===== config.mk =====
export PLATFORM = sky130hd
export DESIGN_NAME = sbc_reset_regs
export DESIGN_NICKNAME = d
export VERILOG_FILES = /design/src/sbc_reset_regs.v
export VERILOG_INCLUDE_DIRS = /design/src /design/src/shared
export SDC_FILE = /design/constraint.sdc
export NUM_CORES = 1
export LEC_CHECK = 0
export BUFFER_PORTS_ARGS = -buffer_cell sky130_fd_sc_hd__buf_2
export CAP_MARGIN = 20
export CORE_MARGIN = 4
export CORE_UTILIZATION = 51
export CTS_CLUSTER_DIAMETER = 150
export CTS_CLUSTER_SIZE = 14
export DETAILED_ROUTE_END_ITERATION = 8
export PLACE_DENSITY = 0.85
export SLEW_MARGIN = 20
export SYNTH_ARGS = -nofsm -noshare
export SYNTH_HDL_FRONTEND = slang
export SYNTH_SLANG_ARGS = --single-unit

===== constraint.sdc =====
create_clock -name i_clk -period 3.8 [get_ports i_clk]
set_input_delay 0.57 -clock i_clk [delete_from_list [all_inputs] [get_ports i_clk]]
set_output_delay 0.57 -clock i_clk [all_outputs]
set_load 0.02 [all_outputs]

===== src/shared/sbc_reset_map.vh =====
// Purpose: field layout and reset values for the reset-default register bank
// Assumes: 32-bit Avalon-MM word registers, byte addresses
// Notes: one aligned word per register; unused upper bits read as zero
`ifndef SBC_RESET_MAP_VH
`define SBC_RESET_MAP_VH

// register byte offsets
`define OFS_SYS_CFG 6'h00
`define OFS_SYS_CFG_FB 6'h04
`define OFS_PHY_CTL 6'h08
`define OFS_PHY_CTL_FB 6'h0C
`define OFS_SPECIAL 6'h10
`define OFS_USER0 6'h14
`define OFS_USER0_FB 6'h18
`define OFS_USER1 6'h1C
`define OFS_USER1_FB 6'h20
`define OFS_EVENT 6'h24
`define OFS_STATUS 6'h28

// system configuration fields (8 bits)
`define SC_WIDTH 8
`define SC_RLC 0
`define SC_AUX_LO 1
`define SC_AUX_HI 2
`define SC_CURMON 3
`define SC_WEN 4
`define SC_WSC 5
`define SC_INHIBIT_LIMP_OUTPUT_ENABLE 6
`define SC_ILC 7
`define SC_POR 8'h10

// physical layer control fields (7 bits)
`define PC_WIDTH 7
`define PC_REG 0
`define PC_PNC 1
`define PC_OTC 2
`define PC_TXC 3
`define PC_RXC 4
`define PC_ACT 5
`define PC_SPL 6
`define PC_POR 7'h04

// special mode fields (6 bits)
`define SM_WIDTH 6
`define SM_SW_DEV_MODE_INIT 0
`define SM_ERROR_PIN_EMULATION 1
`define SM_WDP_LO 2
`define SM_WDP_HI 3
`define SM_THR_LO 4
`define SM_THR_HI 5
`define SM_POR 6'h00
`define SM_THR_MASK 6'h30

// user words
`define U0_WIDTH 12
`define U0_IDV 11
`define U1_WIDTH 12
`define U1_POR 12'h000

// event command bits written to the event register
`define EV_POWER_ON 0
`define EV_START_UP 1
`define EV_RESTART 2
`define EV_FAIL_SAFE 3
`define EV_CAN_WAKE 4

`endif


===== src/sbc_reset_regs.v =====
// Purpose: configuration register bank of a fail-safe CAN basis chip with reset-event defaults
// Assumes: Avalon-MM slave, one wait state on every access; mode controller raises event pulses
// Notes: events come from pins or from the event register; a pin event outranks a bus write
//
// Operation
// - wake sample control clears at power-on and is kept on all later events.
// - wake enable sets at power-on and is kept on all later events.
// - inhibit/limp level control clears at power-on and fail-safe, kept on start-up and restart.
// - inhibit/limp enable clears at power-on, clears on restart if level control is 1, sets on fail-safe.
// - partial network control clears at power-on, fail-safe, and start-up by CAN wake; else kept.
// - CAN active control clears at power-on and is kept on all later events.
// - regulator control auto at power-on and fail-safe; offline long set and tx, rx, split zero at power-on only.
// - software development mode init clears at power-on, kept on start-up and restart.
// - error pin emulation clears at power-on, kept on start-up and restart.
// - watchdog prescale resets to 00 at power-on, kept on start-up and restart.
// - main regulator reset threshold resets to 00 at power-on and restart, kept on start-up.
// - user word 0 bits 10..7 show the mask version from power-on onward.
// - user word 0 bits 6..0 show the chip type code and identity view bit clears at power-on.
// - user word 1 and its feedback clear at power-on and are kept afterwards.
// - reset length control clears at power-on, kept on start-up, set on restart and fail-safe.
// - auxiliary regulator control resets to off at power-on and is kept afterwards.
//
// Implementation choices: the Avalon-MM slave port and the address map.
`timescale 1ns/1ps
`default_nettype none
`include "sbc_reset_map.vh"

module sbc_reset_regs #(
  parameter [3:0] MASK_VERSION = 4'h1, // arbitrary value
  parameter [6:0] CHIP_TYPE = 7'h55 // arbitrary value
) (
  input wire i_clk, // 40 MHz clock
  input wire i_nrst, // async reset, active low
  input wire [5:0] i_avs_address, // byte address
  input wire i_avs_read, // read request
  input wire i_avs_write, // write request
  input wire [31:0] i_avs_writedata, // write data
  input wire [3:0] i_avs_byteenable, // byte lanes
  output reg [31:0] o_avs_readdata, // read data
  output wire o_avs_waitrequest, // stall
  output reg [1:0] o_avs_response, // 00 ok, 10 slave error
  input wire i_ev_power_on, // power-on entry pulse
  input wire i_ev_start_up, // start-up entry pulse
  input wire i_ev_restart, // restart entry pulse
  input wire i_ev_fail_safe, // fail-safe entry pulse
  input wire i_can_wake_cause, // start-up caused by CAN wake-up
  output wire [7:0] o_sys_cfg, // system configuration
  output wire [6:0] o_phy_ctl, // physical layer control
  output wire [5:0] o_special, // special mode
  output wire [11:0] o_user_word0, // user word 0
  output wire [11:0] o_user_word1 // user word 1
);

  reg rst_meta;
  reg rst_sync;
  always @(posedge i_clk or negedge i_nrst) begin
    if (!i_nrst) begin
      rst_meta <= 1'b0;
      rst_sync <= 1'b0;
    end else begin
      rst_meta <= 1'b1;
      rst_sync <= rst_meta;
    end
  end
  wire nrst = rst_sync;

  reg [7:0] sys_cfg;
  reg [6:0] phy_ctl;
  reg [5:0] special;
  reg ident_view_ctl;
  reg [11:0] user_word1;
  reg [7:0] sys_cfg_fb;
  reg [6:0] phy_ctl_fb;
  reg [11:0] user_word0_fb;
  reg [11:0] user_word1_fb;
  reg [3:0] last_event;
  reg ack;

  // requests take one wait state so read data can come from flops
  wire req = (i_avs_read | i_avs_write) & ~ack;
  assign o_avs_waitrequest = req;
  wire wr_hit = i_avs_write & ack;

  wire [11:0] user_word0 = {ident_view_ctl, MASK_VERSION, CHIP_TYPE};

  // software may also raise events through the event register
  wire hit_sys_cfg = i_avs_address == `OFS_SYS_CFG;
  wire hit_phy_ctl = i_avs_address == `OFS_PHY_CTL;
  wire hit_special = i_avs_address == `OFS_SPECIAL;
  wire hit_user0 = i_avs_address == `OFS_USER0;
  wire hit_user1 = i_avs_address == `OFS_USER1;
  wire hit_event = i_avs_address == `OFS_EVENT;
  wire lane_lo = i_avs_byteenable[0];
  wire lane_hi = i_avs_byteenable[1];

  wire ev_wr = wr_hit & hit_event & lane_lo;
  wire ev_por = i_ev_power_on | (ev_wr & i_avs_writedata[`EV_POWER_ON]);
  wire ev_sup = i_ev_start_up | (ev_wr & i_avs_writedata[`EV_START_UP]);
  wire ev_rst = i_ev_restart | (ev_wr & i_avs_writedata[`EV_RESTART]);
  wire ev_fs = i_ev_fail_safe | (ev_wr & i_avs_writedata[`EV_FAIL_SAFE]);
  wire can_wake = i_can_wake_cause | (ev_wr & i_avs_writedata[`EV_CAN_WAKE]);
  wire any_ev = ev_por | ev_sup | ev_rst | ev_fs;

  // cause of the single update that an edge may apply
  localparam [2:0] EVC_NONE = 3'h0;
  localparam [2:0] EVC_POR = 3'h1;
  localparam [2:0] EVC_FS = 3'h2;
  localparam [2:0] EVC_RST = 3'h3;
  localparam [2:0] EVC_SUP = 3'h4;
  localparam [2:0] EVC_WR = 3'h5;

  // a write meeting any event is dropped, so reset values cannot be overwritten in that cycle
  reg [2:0] ev_code;
  always @* begin
    if (ev_por) begin
      ev_code = EVC_POR;
    end else if (ev_fs) begin
      ev_code = EVC_FS;
    end else if (ev_rst) begin
      ev_code = EVC_RST;
    end else if (ev_sup) begin
      ev_code = EVC_SUP;
    end else if (wr_hit) begin
      ev_code = EVC_WR;
    end else begin
      ev_code = EVC_NONE;
    end
  end

  reg [7:0] next_sys_cfg;
  always @* begin
    next_sys_cfg = sys_cfg;
    case (ev_code)
      EVC_POR: begin
        next_sys_cfg = `SC_POR;
      end
      EVC_FS: begin
        next_sys_cfg[`SC_ILC] = 1'b0;
        next_sys_cfg[`SC_INHIBIT_LIMP_OUTPUT_ENABLE] = 1'b1;
        next_sys_cfg[`SC_RLC] = 1'b1;
      end
      EVC_RST: begin
        // enable follows the level control as it stood before the event
        if (sys_cfg[`SC_ILC]) begin
          next_sys_cfg[`SC_INHIBIT_LIMP_OUTPUT_ENABLE] = 1'b0;
        end
        next_sys_cfg[`SC_RLC] = 1'b1;
      end
      EVC_SUP: begin
        next_sys_cfg = sys_cfg;
      end
      EVC_WR: begin
        if (hit_sys_cfg && lane_lo) begin
          next_sys_cfg = i_avs_writedata[7:0];
        end
      end
      default: begin
        next_sys_cfg = sys_cfg;
      end
    endcase
  end

  reg [6:0] next_phy_ctl;
  always @* begin
    next_phy_ctl = phy_ctl;
    case (ev_code)
      EVC_POR: begin
        next_phy_ctl = `PC_POR;
      end
      EVC_FS: begin
        next_phy_ctl[`PC_REG] = 1'b0;
        next_phy_ctl[`PC_PNC] = 1'b0;
      end
      EVC_RST: begin
        next_phy_ctl = phy_ctl;
      end
      EVC_SUP: begin
        if (can_wake) begin
          next_phy_ctl[`PC_PNC] = 1'b0;
        end
      end
      EVC_WR: begin
        if (hit_phy_ctl && lane_lo) begin
          next_phy_ctl = i_avs_writedata[6:0];
        end
      end
      default: begin
        next_phy_ctl = phy_ctl;
      end
    endcase
  end

  reg [5:0] next_special;
  always @* begin
    next_special = special;
    case (ev_code)
      EVC_POR: begin
        next_special = `SM_POR;
      end
      EVC_RST: begin
        next_special = special & ~`SM_THR_MASK;
      end
      EVC_FS, EVC_SUP: begin
        next_special = special;
      end
      EVC_WR: begin
        if (hit_special && lane_lo) begin
          next_special = i_avs_writedata[5:0];
        end
      end
      default: begin
        next_special = special;
      end
    endcase
  end

  reg next_ident;
  always @* begin
    next_ident = ident_view_ctl;
    case (ev_code)
      EVC_POR: begin
        next_ident = 1'b0;
      end
      EVC_FS, EVC_RST, EVC_SUP: begin
        next_ident = ident_view_ctl;
      end
      EVC_WR: begin
        if (hit_user0 && lane_hi) begin
          next_ident = i_avs_writedata[`U0_IDV];
        end
      end
      default: begin
        next_ident = ident_view_ctl;
      end
    endcase
  end

  reg [11:0] next_user_word1;
  always @* begin
    next_user_word1 = user_word1;
    case (ev_code)
      EVC_POR: begin
        next_user_word1 = `U1_POR;
      end
      EVC_FS, EVC_RST, EVC_SUP: begin
        next_user_word1 = user_word1;
      end
      EVC_WR: begin
        if (hit_user1 && lane_lo) begin
          next_user_word1[7:0] = i_avs_writedata[7:0];
        end
        if (hit_user1 && lane_hi) begin
          next_user_word1[11:8] = i_avs_writedata[11:8];
        end
      end
      default: begin
        next_user_word1 = user_word1;
      end
    endcase
  end

  always @(posedge i_clk or negedge nrst) begin
    if (!nrst) begin
      sys_cfg <= `SC_POR;
      phy_ctl <= `PC_POR;
      special <= `SM_POR;
      ident_view_ctl <= 1'b0;
      user_word1 <= `U1_POR;
    end else begin
      sys_cfg <= next_sys_cfg;
      phy_ctl <= next_phy_ctl;
      special <= next_special;
      ident_view_ctl <= next_ident;
      user_word1 <= next_user_word1;
    end
  end

  // copies load the same next value as their control word, so a read never sees them lag
  always @(posedge i_clk or negedge nrst) begin
    if (!nrst) begin
      sys_cfg_fb <= `SC_POR;
      phy_ctl_fb <= `PC_POR;
      user_word0_fb <= {1'b0, MASK_VERSION, CHIP_TYPE};
      user_word1_fb <= `U1_POR;
    end else begin
      sys_cfg_fb <= next_sys_cfg;
      phy_ctl_fb <= next_phy_ctl;
      user_word0_fb <= {next_ident, MASK_VERSION, CHIP_TYPE};
      user_word1_fb <= next_user_word1;
    end
  end

  always @(posedge i_clk or negedge nrst) begin
    if (!nrst) begin
      last_event <= 4'h0;
      ack <= 1'b0;
    end else begin
      if (any_ev) begin
        last_event <= {ev_code == EVC_FS, ev_code == EVC_RST, ev_code == EVC_SUP, ev_code == EVC_POR};
      end
      ack <= req;
    end
  end

  reg [31:0] rd_mux;
  reg rd_err;
  always @* begin
    rd_mux = 32'h0000_0000;
    rd_err = 1'b0;
    case (i_avs_address)
      `OFS_SYS_CFG: rd_mux[7:0] = sys_cfg;
      `OFS_SYS_CFG_FB: rd_mux[7:0] = sys_cfg_fb;
      `OFS_PHY_CTL: rd_mux[6:0] = phy_ctl;
      `OFS_PHY_CTL_FB: rd_mux[6:0] = phy_ctl_fb;
      `OFS_SPECIAL: rd_mux[5:0] = special;
      `OFS_USER0: rd_mux[11:0] = user_word0;
      `OFS_USER0_FB: rd_mux[11:0] = user_word0_fb;
      `OFS_USER1: rd_mux[11:0] = user_word1;
      `OFS_USER1_FB: rd_mux[11:0] = user_word1_fb;
      `OFS_EVENT: rd_mux = 32'h0000_0000;
      `OFS_STATUS: rd_mux[3:0] = last_event;
      default: rd_err = 1'b1;
    endcase
  end

  // unmapped addresses answer with a slave error and zero data
  always @(posedge i_clk or negedge nrst) begin
    if (!nrst) begin
      o_avs_readdata <= 32'h0000_0000;
      o_avs_response <= 2'h0;
    end else if (req) begin
      o_avs_readdata <= i_avs_read ? rd_mux : 32'h0000_0000;
      o_avs_response <= rd_err ? 2'h2 : 2'h0;
    end
  end

  assign o_sys_cfg = sys_cfg;
  assign o_phy_ctl = phy_ctl;
  assign o_special = special;
  assign o_user_word0 = user_word0;
  assign o_user_word1 = user_word1;

endmodule // sbc_reset_regs
`default_nettype wire


==> summary.md <==
| Metric | Value |
|---|---|
| Proportion of synthesized area in mux cells | `4.13%` |
| Row count | `27` |
| WL/cell | `approximately 18 um` |
| Clk_lat worst skew | `0.31 ns` |
| DRC Markers | `0` |
| Routed wl met3 | `765 um` |
| Crit-path max FO | `9` |
| Share of the synthesized area in the top cell type | `43.8%` |
| Worst Setup End Kind | `register` |
| Flops & latches, synth | `54` |
| CP Data Required Time | `about 4 ns` |
| Clock skew | `0.00639 ns` |
| I/O pins | `131` |
| CP startpoint kind | `input port` |
| Fraction of registers with async set/reset | `100%` |
| Antenna-violating nets left | `0` |
| CTS Root Cell | `clkbuf_8` |
| Core area | `between 5000 and 6000 sq um` |
| Max Transition Viols Final | `0` |
| Final TNS setup | `0 ns` |
| Synth Area in XOR/XNOR | `less than 1%` |
| Die area | `around 7000 sq um` |
| Htree depth | `2` |
| DRT iter0 DRCs | `160` |
| Initial Util | `between 50% and 60%` |
| Met2 WL | `3.83 mm` |
| Setup Crit Path Kind | `input port to register` |
| Post-synthesis compound-gate area fraction | `a little under a quarter` |
| DIE HEIGHT | `roughly 84 um` |
| Post-CTS Setup Repair Bufs | `0` |
| # placed instances | `446` |
| WL final | `8.38 mm` |
| Max_cap viols | `0` |
| Peak supply drop | `0.186 mV` |
| Longest Clk Path Bufs | `2` |
| DIE WIDTH | `84.3 um` |
| Routed vias/inst | `5.82` |
| Vias in the first global route | `2527` |
| Outcome | `completed` |
| Synthesized area per cell | `9.71 sq um` |
| Setup-failing EPs final | `0` |
| Drt first pass iters | `7` |
| Total gr overflow | `0` |
| Netlist cell types | `54` |
| Final GP Congestion | `0.951` |
| Initial antenna violation count | `0` |
| Main combinational cell family by area after synthesis | `compound AO/OA/AOI/OAI gates` |
| TritonCTS clock tree | `yes` |
| Hold/Removal Path Class | `input port to asynchronous set/reset pin` |
| Wire length on met1 | `3.68 mm` |
| R2R setup slack | `1.69 ns` |
| # hold bufs at CTS | `0` |
| Slew @ Worst Pin | `1.01 ns` |
| Number of warnings issued by yosys | `0` |
| TritonCTS Sinks | `54` |
| Resized Gates After CTS | `0` |
| Clock Pin Slew Worst Setup and Hold Paths | `0.10 ns` |
| Fin. Hold Viols | `0` |
| Total inserted antenna cells | `0` |
| Number of flops mapped to enable cells by yosys | `0` |
| Post-synthesis adder-cell area fraction | `0%` |
| Tcrit/Tclk final | `63.4%` |
| Top layer in use | `met4` |
| Pin count of the biggest net entering global routing | `53` |
| Synth-to-layout area growth | `14.9%` |
| Post-synthesis sequential area ratio | `45.6%` |
| Ys flop type | `dfrtp_1` |
| PnR Total Power | `1.18 mW` |
| Arr. time, crit path | `2.61 ns` |
| Share of cells above drive strength 1 | `between 20% and 30%` |
| Worst slew margin | `31.9%` |
| Synth area leader | `dfrtp_1` |
| DR vias | `2641` |
| Minimum clock period | `2.41 ns` |
| Top post-synthesis cells by area | `dfrtp_1, buf_4, a22o_1` |
| Post-Synthesis Cell Area | `2970 sq um` |
| Top-count cell post-synth | `dfrtp_1` |
| Leak | `approximately 1.8 nW` |
| CTS buffer count | `5` |
| Fin cells | `454` |
| Simple-gate portion of the synthesized area | `14.3%` |
| Fmax | `415 MHz` |
| RSZ-0062 raised after global routing | `no` |
| Hpwl dp | `6.39 mm` |
| PwrDens | `346 nW/um^2` |
| Synthesized instance count | `~300` |
| Nets | `432` |
| Port Buf Inserts | `76` |
| First-pass GRT wire length | `13.4 mm` |
| Synth top cells by count | `dfrtp_1, nand2_1, buf_4` |
| All-Layer GR Usage | `23.6%` |
## worst paths after layout
kind / to / from / cells after the start
setup reg to reg: user_word1_fb[7] / ack / 4
hold / removal: nrst / i_nrst / 1
min in group i_clk: nrst / rst_meta / 0
hold reg to reg: nrst / rst_meta / 0
max in group asynchronous: sys_cfg_fb[0] / nrst / 0
setup / recovery: user_word1_fb[7] / i_avs_address[3] / 5
## where the power goes
group | switching, mW | internal (mW)
clock network | 0.201 | 0.217
logic | 0.112 | 0.0457
registers | 0.0181 | 0.586
## flip-flops by register name, indices dropped and copies added (netlist names)
signal,count
sys_cfg_fb,8
o_special,6
o_avs_response,1
rst_meta,1
last_event,4
user_word1_fb,12
ack,1
phy_ctl_fb,7
o_avs_readdata,12
nrst,1
ident_view_ctl,1
## per-layer routing
metal,vias up,global-route usage [%]
met1,1283,34.4
met3,17,3.93
met4,0,5.90
li1,1194,-
met5,-,0
met2,147,37.0
## cells in the final DEF, fill, tap and decap left out, drive strengths merged, types with 3 or more instances in the layout
cell / n
a21o: 9
a21oi: 20
a221oi: 4
a22o: 17
a22oi: 5
a31oi: 3
a32o: 3
a41oi: 3
and2: 4
buf: 81
clkbuf: 6
conb: 33
dfrtp: 52
inv: 17
mux2: 4
mux2i: 7
nand2: 35
nand2b: 3
nand3: 3
nor2: 9
nor2b: 5
nor3: 12
o21ai: 10
## cells by family after synthesis
group | count (synthesis)
AO/OA/AOI/OAI | 93
AND/OR/NAND/NOR | 85
buffers and inverters | 60
flip-flops | 54
multiplexers | 11
other | 2
XOR/XNOR | 1
## final cells by class
cell class / count / area, sq um
clock buffer: 6 / 82.6
clock inverter: 2 / 38.8
fill: 507 / 2160
inverter: 16 / 60.1
multi-input combinational: 223 / 1370
sequential: 54 / 1360
tap: 72 / 90.1
timing repair buffer: 81 / 418
## through the flow
step	util (%)	hold slack (ns)	setup slack, ns	cell area, sq um
6_report	61.3	0.0214	1.39	3410
4_1_cts	61.2	0.0211	1.43	3410
3_3_place_gp	59.0	0.339	1.09	3290
5_1_grt	61.3	0.0174	1.29	3410
2_1_floorplan	-	0.274	1.43	3090
3_5_place_dp	59.0	0.348	1.09	3290
## critical path, stage by stage
cell    delay (ns)
buf_2         0.19
or3b_2        0.52
nor3_1        0.39
a41o_1        0.61
mux2_4        0.34
Note: power is estimated with default switching activity, not from simulation.
